## config.mk

```make
export PLATFORM = sky130hd
export DESIGN_NAME = ssd_slot_decode
export DESIGN_NICKNAME = d
export VERILOG_FILES = /design/src/rtl/ssd_pkg.sv /design/src/rtl/ssd_slot_decode.sv
export SDC_FILE = /design/constraint.sdc
export NUM_CORES = 1
export LEC_CHECK = 0
export BUFFER_PORTS_ARGS = -buffer_cell sky130_fd_sc_hd__buf_2
export CAP_MARGIN = 0
export CORE_MARGIN = 8
export CORE_UTILIZATION = 30
export CTS_BUF_LIST = sky130_fd_sc_hd__clkbuf_2 sky130_fd_sc_hd__clkbuf_4 sky130_fd_sc_hd__clkbuf_8
export CTS_CLUSTER_SIZE = 25
export DETAILED_ROUTE_END_ITERATION = 8
export PLACE_DENSITY = 0.56
export REMOVE_ABC_BUFFERS = 1
export SLEW_MARGIN = 20
export SYNTH_ARGS = -nofsm -noshare
export SYNTH_HDL_FRONTEND = slang
export SYNTH_SLANG_ARGS = --single-unit
```

## constraint.sdc

```tcl
create_clock -name core_clk -period 1.6 [get_ports core_clk]
set_clock_uncertainty 0.2 [all_clocks]
set_input_delay 0.32 -clock core_clk [delete_from_list [all_inputs] [get_ports core_clk]]
set_output_delay 0.32 -clock core_clk [all_outputs]
set_load 0.02 [all_outputs]
```

## src/rtl/ssd_pkg.sv

```systemverilog
// Package for the slot select and address decode block
package ssd_pkg;
	localparam logic [15:0] ADDR_AUX_READ_STATUS = 16'hc013;
	localparam logic [15:0] ADDR_AUX_WRITE_STATUS = 16'hc014;
	localparam logic [15:0] ADDR_ALT_ZP_STATUS = 16'hc016;
	localparam logic [15:0] ADDR_SLOT_SOURCE_SELECT = 16'hc02d;
	localparam logic [15:0] ADDR_MAIN_READ_SELECT = 16'hc002;
	localparam logic [15:0] ADDR_AUX_READ_SELECT = 16'hc003;
	localparam logic [15:0] ADDR_MAIN_WRITE_SELECT = 16'hc004;
	localparam logic [15:0] ADDR_AUX_WRITE_SELECT = 16'hc005;
	localparam logic [15:0] ADDR_MAIN_ZP_SELECT = 16'hc008;
	localparam logic [15:0] ADDR_ALT_ZP_SELECT = 16'hc009;
	localparam logic [11:0] IO_PAGE_HI = 12'hc08;
	localparam logic [7:0] IO_BLOCK_HI = 8'hc0;
	localparam logic [3:0] ROM_PAGE_HI = 4'hc;
	localparam logic [15:0] EXP_ROM_FIRST = 16'hc800;
	localparam logic [15:0] EXP_ROM_LAST = 16'hcffe;
	localparam logic [7:0] SLOT_SELECT_RESET = 8'h00;
	localparam int STATUS_BIT = 7;
	localparam logic [7:0] ALWAYS_IO_SLOTS = 8'h18;
	localparam logic [7:0] ROM_SWITCHED_SLOTS = 8'hf6;
	localparam logic [7:0] IO_SWITCHED_SLOTS = 8'he6;
	localparam logic [7:0] STATUS_ZERO = 8'h00;
endpackage

```

## src/rtl/ssd_slot_decode.sv

```systemverilog
// Slot select register, auxiliary memory switches and slot decode
//
// Operation
// - Aux read status bit 7 reports read bank
// - Aux write status bit 7 reports write bank
// - Alt zero page status bit 7 reports bank
// - Switches act only on writes
// - Slot select register, software read-modify-writes it
// - Bit 7 picks built-in or card slot 7
// - Bit 6 picks built-in or card slot 6
// - Bit 5 picks built-in or card slot 5
// - Bit 4 enables only slot 4 ROM
// - Bit 2 picks built-in or card slot 2
// - Bit 1 picks built-in or card slot 1
// - Slots 3 and 4 I/O always enabled
// - Built-in or card per slot, never both
// - Sixteen I/O addresses per slot from C090
// - I/O select low over slot's sixteen addresses
// - ROM select low over slot's page
// - Expansion strobe low for C800 through CFFE
// - C003 aux read, C002 main read
// - C005 aux write, C004 main write
// - C009 alt zero page, C008 main
`timescale 1ns/1ns
`default_nettype none
module ssd_slot_decode
	import ssd_pkg::*;
(
	// Clock and reset
	input wire logic core_clk,
	input wire logic rst,
	// Processor bus, one cycle per access
	input wire logic cpu_valid,
	input wire logic cpu_write,
	input wire logic [15:0] cpu_addr,
	input wire logic [7:0] cpu_wdata,
	// Register read answer
	output logic [7:0] cpu_rdata,
	output logic cpu_rvalid,
	// Slot selects, bit n for slot n, bit 0 unused
	output logic [7:0] slot_io_select_n,
	output logic [7:0] slot_rom_select_n,
	output logic expansion_rom_strobe_n,
	// Built-in device selects, bit n for slot n
	output logic [7:0] builtin_io_select,
	output logic [7:0] builtin_rom_select,
	// Memory switch state
	output logic aux_read_select,
	output logic aux_write_select,
	output logic alt_stack_zero_page
);

	typedef struct packed {
		logic [7:0] slot_sel;
		logic aux_rd;
		logic aux_wr;
		logic alt_zp;
		logic [7:0] rdata;
		logic rvalid;
		logic [7:0] io_n;
		logic [7:0] rom_n;
		logic strobe_n;
		logic [7:0] bi_io;
		logic [7:0] bi_rom;
	} ssd_state_t;

	ssd_state_t st_q;
	ssd_state_t st_d;

	// Status byte with only the top bit carrying state
	function automatic logic [7:0] status_byte(input logic flag);
		logic [7:0] b;
		b = STATUS_ZERO;
		b[STATUS_BIT] = flag;
		return b;
	endfunction

	// One-hot slot number from an address nibble
	function automatic logic [7:0] slot_hot(input logic [3:0] n);
		logic [7:0] h;
		h = 8'h00;
		if (n[3] == 1'b0) begin
			h[n[2:0]] = 1'b1;
		end
		return h;
	endfunction

	logic [7:0] io_hit;
	logic [7:0] rom_hit;
	logic [7:0] card_io_en;
	logic [7:0] card_rom_en;
	logic exp_hit;

	always_comb begin
		st_d = st_q;
		st_d.rvalid = 1'b0;
		// Slot n I/O at C080 + n*16
		io_hit = 8'h00;
		if (cpu_valid && cpu_addr[15:8] == IO_BLOCK_HI && cpu_addr[7] && cpu_addr[15:4] != IO_PAGE_HI) begin
			io_hit = slot_hot({1'b0, cpu_addr[6:4]});
		end
		rom_hit = 8'h00;
		if (cpu_valid && cpu_addr[15:12] == ROM_PAGE_HI && cpu_addr[11] == 1'b0) begin
			rom_hit = slot_hot(cpu_addr[11:8]);
		end
		rom_hit[0] = 1'b0;
		// CFFF gets no strobe; each card decodes it itself to drop its ROM
		exp_hit = cpu_valid && cpu_addr >= EXP_ROM_FIRST && cpu_addr <= EXP_ROM_LAST;
		// Reserved bits 3 and 0 are masked out of every enable
		card_rom_en = st_q.slot_sel & ROM_SWITCHED_SLOTS;
		// Slot 3 page has no select bit and always belongs to the card
		card_rom_en[3] = 1'b1;
		card_io_en = (st_q.slot_sel & IO_SWITCHED_SLOTS) | ALWAYS_IO_SLOTS;
		st_d.io_n = ~(io_hit & card_io_en);
		st_d.rom_n = ~(rom_hit & card_rom_en);
		st_d.strobe_n = ~exp_hit;
		st_d.bi_io = io_hit & ~card_io_en;
		st_d.bi_rom = rom_hit & ~card_rom_en;
		if (cpu_valid && cpu_write) begin
			// Memory switches take writes only; reads belong to the keyboard
			case (cpu_addr)
				ADDR_MAIN_READ_SELECT: st_d.aux_rd = 1'b0;
				ADDR_AUX_READ_SELECT: st_d.aux_rd = 1'b1;
				ADDR_MAIN_WRITE_SELECT: st_d.aux_wr = 1'b0;
				ADDR_AUX_WRITE_SELECT: st_d.aux_wr = 1'b1;
				ADDR_MAIN_ZP_SELECT: st_d.alt_zp = 1'b0;
				ADDR_ALT_ZP_SELECT: st_d.alt_zp = 1'b1;
				ADDR_SLOT_SOURCE_SELECT: st_d.slot_sel = cpu_wdata;
				default: st_d.slot_sel = st_q.slot_sel;
			endcase
		end
		// Only mapped registers answer, so a stray read never looks like data
		if (cpu_valid && !cpu_write) begin
			st_d.rvalid = 1'b1;
			case (cpu_addr)
				ADDR_AUX_READ_STATUS: st_d.rdata = status_byte(st_q.aux_rd);
				ADDR_AUX_WRITE_STATUS: st_d.rdata = status_byte(st_q.aux_wr);
				ADDR_ALT_ZP_STATUS: st_d.rdata = status_byte(st_q.alt_zp);
				ADDR_SLOT_SOURCE_SELECT: st_d.rdata = st_q.slot_sel;
				default: begin
					st_d.rdata = STATUS_ZERO;
					st_d.rvalid = 1'b0;
				end
			endcase
		end
	end

	always_ff @(posedge core_clk or posedge rst) begin
		if (rst) begin
			st_q <= '{slot_sel: SLOT_SELECT_RESET, aux_rd: 1'b0, aux_wr: 1'b0, alt_zp: 1'b0,
				rdata: 8'h00, rvalid: 1'b0, io_n: 8'hff, rom_n: 8'hff, strobe_n: 1'b1,
				bi_io: 8'h00, bi_rom: 8'h00};
		end else begin
			st_q <= st_d;
		end
	end

	assign cpu_rdata = st_q.rdata;
	assign cpu_rvalid = st_q.rvalid;
	assign slot_io_select_n = st_q.io_n;
	assign slot_rom_select_n = st_q.rom_n;
	assign expansion_rom_strobe_n = st_q.strobe_n;
	assign builtin_io_select = st_q.bi_io;
	assign builtin_rom_select = st_q.bi_rom;
	assign aux_read_select = st_q.aux_rd;
	assign aux_write_select = st_q.aux_wr;
	assign alt_stack_zero_page = st_q.alt_zp;

	////////////////////////////////////////////////////////////////////////////////
	// Checks

	// Status reads, switch writes, slot select readback, sample slot selects and strobe range
	aux_read_status_a: assert property (@(posedge core_clk) disable iff (rst)
		cpu_valid && !cpu_write && cpu_addr == ADDR_AUX_READ_STATUS
		|=> cpu_rvalid && cpu_rdata == {$past(aux_read_select), 7'h00})
		else $error("aux read status wrong");
	aux_write_status_a: assert property (@(posedge core_clk) disable iff (rst)
		cpu_valid && !cpu_write && cpu_addr == ADDR_AUX_WRITE_STATUS
		|=> cpu_rdata == {$past(aux_write_select), 7'h00})
		else $error("aux write status wrong");
	alt_zp_status_a: assert property (@(posedge core_clk) disable iff (rst)
		cpu_valid && !cpu_write && cpu_addr == ADDR_ALT_ZP_STATUS
		|=> cpu_rdata == {$past(alt_stack_zero_page), 7'h00})
		else $error("alt zero page status wrong");
	switch_read_a: assert property (@(posedge core_clk) disable iff (rst)
		cpu_valid && !cpu_write |=> $stable(aux_read_select) && $stable(alt_stack_zero_page))
		else $error("switch moved on a read");
	read_sel_set_a: assert property (@(posedge core_clk) disable iff (rst)
		cpu_valid && cpu_write && cpu_addr == ADDR_AUX_READ_SELECT ##1 !(cpu_valid && cpu_write)
		|=> aux_read_select)
		else $error("aux read select not held");
	write_sel_a: assert property (@(posedge core_clk) disable iff (rst)
		cpu_valid && cpu_write && cpu_addr == ADDR_MAIN_WRITE_SELECT |=> !aux_write_select)
		else $error("main write select failed");
	zp_sel_a: assert property (@(posedge core_clk) disable iff (rst)
		cpu_valid && cpu_write && cpu_addr == ADDR_ALT_ZP_SELECT |=> alt_stack_zero_page)
		else $error("alt zero page select failed");
	slot_sel_rmw_a: assert property (@(posedge core_clk) disable iff (rst)
		cpu_valid && cpu_write && cpu_addr == ADDR_SLOT_SOURCE_SELECT ##1
		cpu_valid && !cpu_write && cpu_addr == ADDR_SLOT_SOURCE_SELECT
		|=> cpu_rdata == $past(cpu_wdata, 2))
		else $error("slot select readback wrong");
	io_slot7_a: assert property (@(posedge core_clk) disable iff (rst)
		cpu_valid && cpu_addr[15:4] == 12'hc0f |=> slot_io_select_n[7] == !$past(st_q.slot_sel[7]))
		else $error("slot 7 io select wrong");
	io_slot3_a: assert property (@(posedge core_clk) disable iff (rst)
		cpu_valid && cpu_addr[15:4] == 12'hc0b |=> !slot_io_select_n[3])
		else $error("slot 3 io not always enabled");
	never_both_a: assert property (@(posedge core_clk) disable iff (rst)
		((~slot_io_select_n) & builtin_io_select) == 8'h00 && ((~slot_rom_select_n) & builtin_rom_select) == 8'h00)
		else $error("card and built-in both selected");
	rom_slot4_a: assert property (@(posedge core_clk) disable iff (rst)
		cpu_valid && cpu_addr[15:8] == 8'hc4 |=> slot_rom_select_n[4] == !st_q.slot_sel[4])
		else $error("slot 4 rom select wrong");
	strobe_range_a: assert property (@(posedge core_clk) disable iff (rst)
		cpu_valid |=> expansion_rom_strobe_n == !($past(cpu_addr) >= 16'hc800 && $past(cpu_addr) <= 16'hcffe))
		else $error("expansion strobe wrong");
	one_select_a: assert property (@(posedge core_clk) disable iff (rst)
		$onehot0(~slot_io_select_n))
		else $error("more than one io select");

	// Per-slot I/O selects
	io_slot6_a: assert property (@(posedge core_clk) disable iff (rst)
		cpu_valid && cpu_addr[15:4] == 12'hc0e |=> slot_io_select_n[6] == !$past(st_q.slot_sel[6]))
		else $error("slot 6 io select wrong");
	io_slot5_a: assert property (@(posedge core_clk) disable iff (rst)
		cpu_valid && cpu_addr[15:4] == 12'hc0d |=> slot_io_select_n[5] == !$past(st_q.slot_sel[5]))
		else $error("slot 5 io select wrong");
	io_slot2_a: assert property (@(posedge core_clk) disable iff (rst)
		cpu_valid && cpu_addr[15:4] == 12'hc0a |=> slot_io_select_n[2] == !$past(st_q.slot_sel[2]))
		else $error("slot 2 io select wrong");
	io_slot1_a: assert property (@(posedge core_clk) disable iff (rst)
		cpu_valid && cpu_addr[15:4] == 12'hc09 |=> slot_io_select_n[1] == !$past(st_q.slot_sel[1]))
		else $error("slot 1 io select wrong");
	io_slot4_a: assert property (@(posedge core_clk) disable iff (rst)
		cpu_valid && cpu_addr[15:4] == 12'hc0c |=> !slot_io_select_n[4])
		else $error("slot 4 io not always enabled");
	io_span_a: assert property (@(posedge core_clk) disable iff (rst)
		!(&slot_io_select_n) |-> $past(cpu_valid) && $past(cpu_addr[15:4]) >= 12'hc09 && $past(cpu_addr[15:4]) <= 12'hc0f)
		else $error("io select outside slot space");
	io_slot_match_a: assert property (@(posedge core_clk) disable iff (rst)
		!(&slot_io_select_n) |-> ~slot_io_select_n == (8'h01 << $past(cpu_addr[6:4])))
		else $error("io select on wrong slot");
	io_pulse_a: assert property (@(posedge core_clk) disable iff (rst)
		!cpu_valid |=> &slot_io_select_n && &slot_rom_select_n && expansion_rom_strobe_n && !cpu_rvalid)
		else $error("select held without access");
	io_served_a: assert property (@(posedge core_clk) disable iff (rst)
		cpu_valid && cpu_addr[15:4] >= 12'hc09 && cpu_addr[15:4] <= 12'hc0f
		|=> $onehot(builtin_io_select | ~slot_io_select_n))
		else $error("io access not served once");

	// Per-slot ROM selects and built-in selects
	rom_slot7_a: assert property (@(posedge core_clk) disable iff (rst)
		cpu_valid && cpu_addr[15:8] == 8'hc7 |=> slot_rom_select_n[7] == !$past(st_q.slot_sel[7]))
		else $error("slot 7 rom select wrong");
	rom_slot6_a: assert property (@(posedge core_clk) disable iff (rst)
		cpu_valid && cpu_addr[15:8] == 8'hc6 |=> slot_rom_select_n[6] == !$past(st_q.slot_sel[6]))
		else $error("slot 6 rom select wrong");
	rom_slot5_a: assert property (@(posedge core_clk) disable iff (rst)
		cpu_valid && cpu_addr[15:8] == 8'hc5 |=> slot_rom_select_n[5] == !$past(st_q.slot_sel[5]))
		else $error("slot 5 rom select wrong");
	rom_slot2_a: assert property (@(posedge core_clk) disable iff (rst)
		cpu_valid && cpu_addr[15:8] == 8'hc2 |=> slot_rom_select_n[2] == !$past(st_q.slot_sel[2]))
		else $error("slot 2 rom select wrong");
	rom_slot1_a: assert property (@(posedge core_clk) disable iff (rst)
		cpu_valid && cpu_addr[15:8] == 8'hc1 |=> slot_rom_select_n[1] == !$past(st_q.slot_sel[1]))
		else $error("slot 1 rom select wrong");
	rom_slot3_a: assert property (@(posedge core_clk) disable iff (rst)
		cpu_valid && cpu_addr[15:8] == 8'hc3 |=> !slot_rom_select_n[3])
		else $error("slot 3 rom select wrong");
	rom_page_match_a: assert property (@(posedge core_clk) disable iff (rst)
		!(&slot_rom_select_n) |-> $past(cpu_valid) && $past(cpu_addr[15:11]) == 5'h18
		&& ~slot_rom_select_n == (8'h01 << $past(cpu_addr[10:8])))
		else $error("rom select on wrong page");
	one_rom_select_a: assert property (@(posedge core_clk) disable iff (rst)
		$onehot0(~slot_rom_select_n))
		else $error("more than one rom select");
	rom_served_a: assert property (@(posedge core_clk) disable iff (rst)
		cpu_valid && cpu_addr[15:8] >= 8'hc1 && cpu_addr[15:8] <= 8'hc7
		|=> $onehot(builtin_rom_select | ~slot_rom_select_n))
		else $error("rom access not served once");
	builtin_pulse_a: assert property (@(posedge core_clk) disable iff (rst)
		!cpu_valid |=> builtin_io_select == 8'h00 && builtin_rom_select == 8'h00)
		else $error("built-in select without access");
	reserved_bits_a: assert property (@(posedge core_clk) disable iff (rst)
		slot_io_select_n[0] && slot_rom_select_n[0] && !builtin_io_select[0] && !builtin_rom_select[0]
		&& !builtin_io_select[3] && !builtin_rom_select[3])
		else $error("reserved slot bit decoded");

	// Expansion strobe
	strobe_alone_a: assert property (@(posedge core_clk) disable iff (rst)
		!expansion_rom_strobe_n |-> &slot_io_select_n && &slot_rom_select_n)
		else $error("strobe with a slot select");
	strobe_cfff_a: assert property (@(posedge core_clk) disable iff (rst)
		cpu_valid && cpu_addr == 16'hcfff |=> expansion_rom_strobe_n)
		else $error("strobe on disable address");

	// Switch state and register answers
	read_sel_clr_a: assert property (@(posedge core_clk) disable iff (rst)
		cpu_valid && cpu_write && cpu_addr == ADDR_MAIN_READ_SELECT |=> !aux_read_select)
		else $error("main read select failed");
	write_sel_set_a: assert property (@(posedge core_clk) disable iff (rst)
		cpu_valid && cpu_write && cpu_addr == ADDR_AUX_WRITE_SELECT |=> aux_write_select)
		else $error("aux write select failed");
	zp_sel_clr_a: assert property (@(posedge core_clk) disable iff (rst)
		cpu_valid && cpu_write && cpu_addr == ADDR_MAIN_ZP_SELECT |=> !alt_stack_zero_page)
		else $error("main zero page select failed");
	write_sw_read_a: assert property (@(posedge core_clk) disable iff (rst)
		cpu_valid && !cpu_write |=> $stable(aux_write_select))
		else $error("write switch moved on a read");
	switch_hold_a: assert property (@(posedge core_clk) disable iff (rst)
		!(cpu_valid && cpu_write)
		|=> $stable(aux_read_select) && $stable(aux_write_select) && $stable(alt_stack_zero_page))
		else $error("switch moved without a write");
	slot_sel_write_a: assert property (@(posedge core_clk) disable iff (rst)
		cpu_valid && cpu_write && cpu_addr == ADDR_SLOT_SOURCE_SELECT |=> st_q.slot_sel == $past(cpu_wdata))
		else $error("slot select write lost");
	slot_sel_hold_a: assert property (@(posedge core_clk) disable iff (rst)
		!(cpu_valid && cpu_write && cpu_addr == ADDR_SLOT_SOURCE_SELECT) |=> $stable(st_q.slot_sel))
		else $error("slot select changed unasked");
	status_low_zero_a: assert property (@(posedge core_clk) disable iff (rst)
		cpu_rvalid && $past(cpu_addr) != ADDR_SLOT_SOURCE_SELECT |-> cpu_rdata[6:0] == 7'h00)
		else $error("status low bits not zero");
	rvalid_read_a: assert property (@(posedge core_clk) disable iff (rst)
		cpu_rvalid |-> $past(cpu_valid) && !$past(cpu_write))
		else $error("read answer without a read");
	unmapped_read_a: assert property (@(posedge core_clk) disable iff (rst)
		cpu_valid && !cpu_write && cpu_addr != ADDR_AUX_READ_STATUS && cpu_addr != ADDR_AUX_WRITE_STATUS
		&& cpu_addr != ADDR_ALT_ZP_STATUS && cpu_addr != ADDR_SLOT_SOURCE_SELECT |=> !cpu_rvalid)
		else $error("unmapped read answered");
	status_write_a: assert property (@(posedge core_clk) disable iff (rst)
		cpu_valid && cpu_write |=> !cpu_rvalid)
		else $error("write gave a read answer");

	io_card_c: cover property (@(posedge core_clk) !slot_io_select_n[6]);
	rom_card_c: cover property (@(posedge core_clk) !slot_rom_select_n[5] ##1 !expansion_rom_strobe_n);
	builtin_c: cover property (@(posedge core_clk) builtin_rom_select[1]);
	exp_card_c: cover property (@(posedge core_clk) !slot_rom_select_n[1] ##2 !expansion_rom_strobe_n);
	status_set_c: cover property (@(posedge core_clk) cpu_rvalid && cpu_rdata[7]);

endmodule // ssd_slot_decode
`default_nettype wire

```

* Word level (Yosys, flattened, before mapping)
Cells that the tools add are included.
** Word-level totals
- Word-level logic and storage cells :: 73
- Register bits :: 53
** Cells by class
- Bitwise gates (word level) :: 10
- Reduce and logical (&&, ||, !) cells :: 20
- Mux-type cells :: 13
- Equality and inequality tests :: 13
- $lt $le $gt $ge :: 6
** Operators by type and width (number)
- $eq A16 B16 Y1 const B :: 10
- $and A8 B8 Y8 :: 4
- $not A8 Y8 :: 4
- $pmux W8 S4 :: 1
- $mux W8 :: 3
- $ge A16 B16 Y1 const B :: 1
- $le A16 B16 Y1 const B :: 1
- $ne A12 B12 Y1 const B :: 1
- $logic_and A1 B1 Y1 :: 11
- $eq A8 B8 Y1 const B :: 1
- $lt A3 B4 Y1 const B :: 2
- $reduce_and A2 Y1 :: 4
- $demux W1 S3 :: 2
- $ge A3 B1 Y1 const B :: 2
- $pmux W1 S2 :: 3
- $reduce_bool A2 Y1 :: 3
- $eq A4 B4 Y1 const B :: 1
- $mux W1 :: 4
- $reduce_or A4 Y1 :: 1
- $not A1 Y1 :: 2
- $logic_not A1 Y1 :: 1

* Logic depth before layout (Yosys ltp)
Gate-level depths: netlist of the first run.
- Depth after elaboration :: 8
- Gate-level depth with buffers :: 6
- Depth with buffers taken out :: 4

* Worst setup path after synthesis of the first run
OpenSTA, ideal clock, no wires.
- Path type :: input port to flip-flop
- Start :: in cpu_addr[8]
- End :: reg st_q, in the netlist aux_write_select
- Path buffers :: 1
- Data required time :: 1275 ps
- Slack :: -511 ps
- Arrival time :: 1787 ps
- Cell stages on the path :: 5
- Path through :: clkbuf_1 -> nor4_4 -> nand4_1 -> nor4b_1 -> mux2_2
** Between the ends
- Word-level cells in the longest chain between the ends :: 3
- Elaborated cells on any way between the ends :: 5
- Those cells by class :: eq/ne (2); mux (1); reduce/logical (2)
** Ends and longest elaborated chain
- from (decl) :: line ssd_slot_decode.sv:35 : input wire logic [15:0] cpu_addr,
- $eq A16 B16 Y1 :: line ssd_slot_decode.sv:121 : case (cpu_addr)
- $reduce_bool A2 Y1 (no source line)
- $reduce_and A2 Y1 (no source line)
- to (signal assigned) :: line ssd_slot_decode.sv:150 : st_q <= '{slot_sel: SLOT_SELECT_RESET, aux_rd: 1'b0, aux_wr: 1'b0, alt_zp: 1'b0,
- to (signal assigned) :: line ssd_slot_decode.sv:154 : st_q <= st_d;
- to (decl) :: line ssd_slot_decode.sv:67 : ssd_state_t st_q;
Several ways; a longest one is shown, not always the timed one.
A chain may end at the register's enable or synchronous reset.

* Worst setup path after layout of the first run
- Start :: in cpu_addr[4]
- End :: reg st_q, in the netlist card_io_en[2]
** Between the ends
- Word-level cells in the longest chain between the ends :: 2
** Ends and longest elaborated chain (line)
- $eq A16 B16 Y1 :: ssd_slot_decode.sv:121
- $reduce_and A2 Y1 (no source line)
Every way passes these cells.

==> results.rst, run 1 <==
.. list-table::
   :header-rows: 1

   * - Metric
     - Value
   * - Unrepaired setup endpoints after global routing
     - true
   * - H-Tree Level Count
     - 2
   * - Post-layout nets
     - 294
   * - Detailed-route wire length per cell
     - 15.1 um
   * - CP Data Arrival Time
     - 1750 ps
   * - Hold path cells
     - 2
   * - Ys Warns
     - 0
   * - Max frequency
     - 568 MHz
   * - Number of top-level design ports
     - 73
   * - ANT cells
     - 0
   * - Status
     - complete, but fails checks
   * - Crit start category
     - primary input
   * - Placement Rows
     - 32
   * - Violations in the final reports
     - setup timing
   * - Die ar.
     - 10800 um2
   * - Initial antenna violation count
     - 0
   * - Die Width
     - 104 um
   * - Fin. max-slew vios
     - 0
   * - Total of endpoints with negative setup slack in the final report
     - 19
   * - Height of the chip
     - 104 um
   * - Switch share
     - 22.3%
   * - Final HPWL from detailed placement
     - 4290 um
   * - Area contributors post-synth
     - dfrtp_1 34%, dfstp_2 17%, buf_4 13%
   * - Share of the clock period used by the worst path
     - 110%
   * - Drt pass-1 iters
     - 4
   * - Clock slew at reported path FFs
     - 80 ps
   * - TritonCTS clock tree
     - done
   * - Total power density per cell area
     - 763 nW/um2
   * - Final worst-path setup slack
     - -162 ps
   * - Portion of total power attributed to sequential cells
     - 52.1%
   * - Hold Path Class
     - primary input to flip-flop
   * - Worst Path Class, Setup
     - primary input to flip-flop
   * - Synth Register Bits
     - 47
   * - Largest fanout on the critical path
     - 8
   * - Detailed-route via count
     - 1601
   * - Nature of the critical path endpoint
     - flip-flop
   * - Placer congestion estimate
     - 0.752
   * - Launch point of the critical path
     - cpu_addr[4]
   * - Critical path cell sequence
     - buf_6, or4b_4, nor4_4, nand4_4, mux2_2
   * - Share of layout cells above drive strength 1
     - 59.6%
   * - TritonCTS Buffers
     - 5
   * - Antenna violation net count after detailed routing
     - 0
   * - Iter 0 DRT Violations
     - 48
   * - Number of distinct standard cells referenced by the synthesized netlist
     - 38
   * - Hold violation count in the final report
     - 0
   * - Port-buffer cells
     - 66
   * - Total internal power
     - 1.78 mW
   * - Clock power frac
     - 37.8%
   * - Maximum buffer depth of the clock tree
     - 2
   * - Post-layout minimum cycle time
     - 1760 ps
   * - Delay of the slowest cell on the worst path
     - 550 ps
   * - Total Wirelength
     - 5560 um
   * - Pre-CTS setup slack
     - -582 ps
   * - Max_cap viols
     - 0
   * - Mean cell area of the mapped netlist
     - 11.7 um2
   * - Final core occ
     - 39.4%
   * - Pin count of the biggest net entering global routing
     - 48
   * - Per-cell via count in the routed design
     - 4.34
   * - CTS sink count
     - 47
   * - Placeable core region
     - 7610 um2
   * - Master cell of the clock root buffer
     - clkbuf_8
   * - Seq/Total Area, Yosys
     - 51.5%
   * - Standby leakage power
     - 1.39 nW
   * - Number of cell instances on the worst register-to-register path
     - 4
   * - Post-route DRC
     - 0
   * - Area added between synthesis and finish
     - 28.9%
   * - RR Startpoint
     - alt_stack_zero_page
   * - GRT Total Usage
     - 10.4%
   * - Via count of the first global-routing pass
     - 1734
   * - Total congestion overflow
     - 0
   * - Slowest cell on the critical path
     - or4b_4
   * - Startpoint of the lowest-slack hold path
     - cpu_wdata[7]
   * - Initial core utilization
     - 30.5%
   * - Gate power share
     - 10.1%
   * - Syn Inst Count
     - 199
   * - Worst path required time
     - 1590 ps
   * - Global-route wire length before repair
     - 8990 um
   * - Post-synth top area share
     - 34.5%
   * - Worst skew pair latency
     - 300 ps
   * - Leading area contributor after synthesis
     - dfrtp_1
   * - Cell area after synthesis
     - 2320 um2
   * - Reported net switching power
     - 511 uW
   * - Worst vdd ir
     - 285 uV
-- power by group through the flow --
stage,Clock [mW],Combinational [mW],Sequential [mW]
global placement,0,0.202,1.21
detailed placement,0,0.205,1.21
finish,0.864,0.231,1.19
CTS,0.895,0.215,1.19
global route,0.934,0.252,1.19
floorplan,0,0.0718,1.22
-- repair_timing --
item                                    4_1_cts  5_1_grt
hold buffers                                  1        0
endpoints found under the setup margin       20       23
endpoints found under the hold margin        32        0
setup buffers                                 1        3
pin swaps                                     7        8
resized for setup                            11       16
-- per-stage QoR --
stage               cells  hold WS, ps  power, mW  instance area (um2)  TNS (ps)
floorplan             157          180       1.29                 2000     -7160
global placement      356          172       1.42                 2710    -12840
detailed placement    356          175       1.42                 2710    -13240
CTS                   366         35.0       2.30                 2890     -2210
global route          369         38.3       2.38                 2990     -3220
finish                369         46.0       2.29                 2990     -2350
-- cells in the final DEF, fill, tap and decap left out, types with 6 or more instances in the layout --
master   instances
dfstp_2         15
nand2_1         14
buf_2           62
a22o_1           8
buf_6            6
dfrtp_1         32
mux2_2          10
nor3_1           6
nor2_1           7
conb_1           7
buf_4           31
-- worst max-delay path, delay by kind of cell --
family                 cells  cell delay, ps
buffers and inverters      1              90
multiplexers               1             320
AND/OR/NAND/NOR            3            1020
-- layer usage --
| layer | GRT usage [%] | part of all wire [%] | wire length (um) | vias up |
|---|---|---|---|---|
| li1 | - | - | - | 789 |
| met1 | 11.9 | 40 | 2240 | 764 |
| met2 | 16.7 | 50 | 2790 | 44 |
| met3 | 5.58 | 9.0 | 503 | 4 |
| met4 | 2.17 | 0.54 | 30 | 0 |
| met5 | 0 | 0 | 0 | - |
-- cell usage after synthesis, drive strengths merged --
| master | number |
|---|---|
| o22ai | 1 |
| and3b | 1 |
| a32o | 1 |
| dfrtp | 32 |
| nor4 | 8 |
| nand3 | 4 |
| nand4bb | 1 |
| mux2i | 1 |
| o21a | 1 |
| nand4b | 4 |
| or4bb | 1 |
| nor3b | 3 |
| nor2b | 1 |
| buf | 42 |
| inv | 3 |
| or3b | 3 |
| conb | 2 |
| nor4b | 3 |
| nor2 | 7 |
| nand2b | 5 |
| mux2 | 10 |
| and4bb | 1 |
| nand4 | 5 |
| clkbuf | 5 |
| nand2 | 14 |
| dfstp | 15 |
| o21ai | 2 |
| or4 | 1 |
| a22o | 8 |
| o31ai | 1 |
| or4b | 2 |
| a21oi | 1 |
| nor3 | 10 |
-- path summary, 6_finish.rpt --
check	end	slack [ps]
setup / recovery	card_io_en[2]	-160
hold / removal	card_io_en[7]	50
setup reg to reg	cpu_rdata[7]	220
hold reg to reg	slot_rom_select_n[4]	270
max in group asynchronous	slot_io_select_n[4]	530
min in group asynchronous	builtin_rom_select[6]	390
-- kinds of logic after synthesis --
family          share of synthesized area [%]
buf+inv                                  15.0
mux                                      5.28
flops                                    51.5
simple gates                             22.9
compound gates                           5.01
other cells                             0.323
-- flip-flops by register name (all words and copies together), names as in the netlist, 2 cells and up --
| signal | flops |
|---|---|
| card_io_en | 5 |
| st_q | 2 |
| builtin_rom_select | 6 |
| builtin_io_select | 6 |
| slot_io_select_n | 7 |
| slot_rom_select_n | 7 |
| cpu_rdata | 8 |
-- layout make-up --
type	count	area [um2]
Fill cell	776	4610
Sequential cell	47	1190
Multi-Input combinational cell	107	891
Timing Repair Buffer	102	656
Tap cell	102	128
Clock buffer	6	76.3
Clock inverter	2	37.5
Inverter	3	11.3
Note: power is estimated with default switching activity, not from simulation.
==> run 2: changes to the inputs <==
--- a/config.mk
+++ b/config.mk
@@ -16,2 +16,3 @@
 export REMOVE_ABC_BUFFERS = 1
+export SKIP_CTS_REPAIR_TIMING = 1
 export SLEW_MARGIN = 20
==> constraint.sdc (replaced) <==
create_clock -name core_clk -period 1.6 [get_ports core_clk]
set_clock_uncertainty 0.2 [all_clocks]
set_input_delay 0.08 -clock core_clk [delete_from_list [all_inputs] [get_ports core_clk]]
set_output_delay 0.08 -clock core_clk [all_outputs]
set_load 0.02 [all_outputs]
==> run 2 against run 1 <==
Against the previous run:
- the run ends with hold timing left
- clock power is 11% lower
- global-route usage is 0.063 points lower
- critical path depth is 1 lower
- critical path type unchanged
- largest cell class unchanged
==> results.rst, run 2 (same netlist as run 1, synthesis figures left out) <==
.. list-table::
   :header-rows: 1

   * - Metric
     - Value
   * - Area added between synthesis and finish
     - 26.0%
   * - Antenna violation net count after detailed routing
     - 0 (unchanged)
   * - Worst skew pair latency
     - 300 ps (about the same)
   * - Total power density per cell area
     - 745 nW/um2 (-2.4%)
   * - CTS sink count
     - 47 (unchanged)
   * - Detailed-route via count
     - 1622 (+1.3%)
   * - Die ar.
     - 10800 um2 (unchanged)
   * - Total congestion overflow
     - 0 (unchanged)
   * - Hold path cells
     - 4 (+2)
   * - Hold Path Class
     - primary input to flip-flop
   * - Post-route DRC
     - 0 (unchanged)
   * - Largest fanout on the critical path
     - 9 (+1)
   * - Final Hold Slack
     - -9.17 ps (-55.2 ps)
   * - Violations in the final reports
     - hold timing
   * - Fin. max-slew vios
     - 0 (unchanged)
   * - Max frequency
     - 653 MHz (+15%)
   * - Placer congestion estimate
     - 0.775 (+3.0%)
   * - Total of endpoints with negative setup slack in the final report
     - 0 (-19)
   * - ANT cells
     - 0 (unchanged)
   * - Share of layout cells above drive strength 1
     - 50.2% (-9.4 points)
   * - Per-cell via count in the routed design
     - 4.33 (-0.31%)
   * - H-Tree Level Count
     - 2 (unchanged)
   * - Placeable core region
     - 7610 um2 (unchanged)
   * - Worst vdd ir
     - 312 uV (+9.4%)
   * - CP Data Arrival Time
     - 1540 ps (-210 ps)
   * - Global-route wire length before repair
     - 8890 um (-1.1%)
   * - Commonest cells after routing, fill and taps aside
     - 66 x buf_2, 32 x dfrtp_1, 24 x buf_4
   * - Crit start category
     - primary input
   * - Standby leakage power
     - 1.36 nW (-2.3%)
   * - Master cell of the clock root buffer
     - clkbuf_8
   * - Worst Path Class, Setup
     - primary input to flip-flop
   * - Via count of the first global-routing pass
     - 1719 (-0.87%)
   * - Number of cell instances on the worst register-to-register path
     - 4 (unchanged)
   * - Iter 0 DRT Violations
     - 43 (-10%)
   * - Port-buffer cells
     - 66 (unchanged)
   * - Final HPWL from detailed placement
     - 4320 um (+0.49%)
   * - Post-layout minimum cycle time
     - 1530 ps (-229 ps)
   * - Clock slew at reported path FFs
     - 80 ps (about the same)
   * - Cell area after placement
     - 2640 um2 (-2.4%)
   * - Post-layout nets
     - 300 (+2.0%)
   * - Worst path required time
     - 1610 ps (+20 ps)
   * - Height of the chip
     - 104 um (unchanged)
   * - Power, Total
     - 2.18 mW (-4.6%)
   * - Detailed-route wire length per cell
     - 14.7 um (-2.5%)
   * - Nature of the critical path endpoint
     - flip-flop
   * - Maximum buffer depth of the clock tree
     - 2 (unchanged)
   * - Unrepaired setup endpoints after global routing
     - false
   * - Design area
     - 2930 um2 (-2.3%)
   * - GRT Total Usage
     - 10.3% (-0.063 points)
   * - Most frequent standard cell in the layout excluding fill and tap cells
     - buf_2
   * - Drt pass-1 iters
     - 4 (unchanged)
   * - Initial core utilization
     - 30.5% (unchanged)
   * - Placement Rows
     - 32 (unchanged)
   * - Flip-flop count of the largest register after layout
     - 8 (unchanged)
   * - Hold violation count in the final report
     - 1 (+1)
   * - Status
     - complete, but fails checks
   * - Total Wirelength
     - 5510 um (-0.94%)
   * - Initial antenna violation count
     - 0 (unchanged)
   * - TritonCTS Buffers
     - 5 (unchanged)
   * - Pin count of the biggest net entering global routing
     - 23 (-52%)
   * - Max_cap viols
     - 0 (unchanged)
   * - Share of the clock period used by the worst path
     - 95.8% (-14 points)
   * - TritonCTS clock tree
     - done
   * - Number of top-level design ports
     - 73 (unchanged)
   * - Die Width
     - 104 um (unchanged)
## run 2: cell count changes in the layout (fill, tap and decap cells not counted), moves of 2 or more
cell	before	now
nor4_1	3	5
dlygate4sd3_1	1	18
nor3_2	3	0
buf_2	62	66
buf_4	31	24
buf_6	6	0
nor4_4	5	3
nor3_1	6	10
## run 2: worst max-delay path, stage by stage
cell and delay, ps:
buf_2 200, or3b_2 490, dlygate4sd3_1 570, o31ai_1 200
## run 2: report_power, final
| group | leakage, nW | total [mW] | switching (mW) | internal [mW] |
|---|---|---|---|---|
| registers | 0.603 | 1.19 | 0.000428 | 1.19 |
| clock network | 0.0519 | 0.767 | 0.396 | 0.371 |
| logic | 0.705 | 0.223 | 0.122 | 0.101 |
| total | 1.36 | 2.18 | 0.518 | 1.66 |
## run 2: final timing paths
kind / startpoint / end / slack, ps
min in group asynchronous: rst / builtin_rom_select[6] / 110
setup reg to reg: alt_stack_zero_page / cpu_rdata[7] / 260
max in group asynchronous: rst / slot_io_select_n[1] / 500
hold reg to reg: card_rom_en[4] / slot_rom_select_n[4] / 270
hold / removal: cpu_addr[14] / expansion_rom_strobe_n / -9
setup / recovery: cpu_addr[1] / aux_read_select / 70
## run 2: layout make-up
type                       count  area [um2]
sequential                    47        1190
clock buffer                   7        90.1
tap                          102         128
timing repair buffer         108         691
fill                         776        4680
inverter                       3        11.3
multi-input combinational    107         803
clock inverter                 1        8.76
## run 2: through the flow
stage | hold WS, ps | setup TNS [ps] | utilization (%) | std cells | setup WS, ps
2_1_floorplan | -59.5 | -1860 | - | 157 | -122
3_3_place_gp | -94.7 | -5220 | 34.7 | 349 | -318
3_5_place_dp | -90.7 | -5570 | 34.7 | 349 | -336
4_1_cts | -425 | -19.4 | 36.0 | 357 | -7.03
5_1_grt | 12.0 | 0 | 38.5 | 375 | 9.44
6_report | -9.17 | 0 | 38.5 | 375 | 67.5
## run 2: per-layer routing
metal,vias to the layer above,track usage (%),wire [um]
met5,-,0,0
met4,0,3.10,61
met3,5,4.52,429
met2,52,16.3,2630
met1,762,12.4,2380
li1,803,-,-
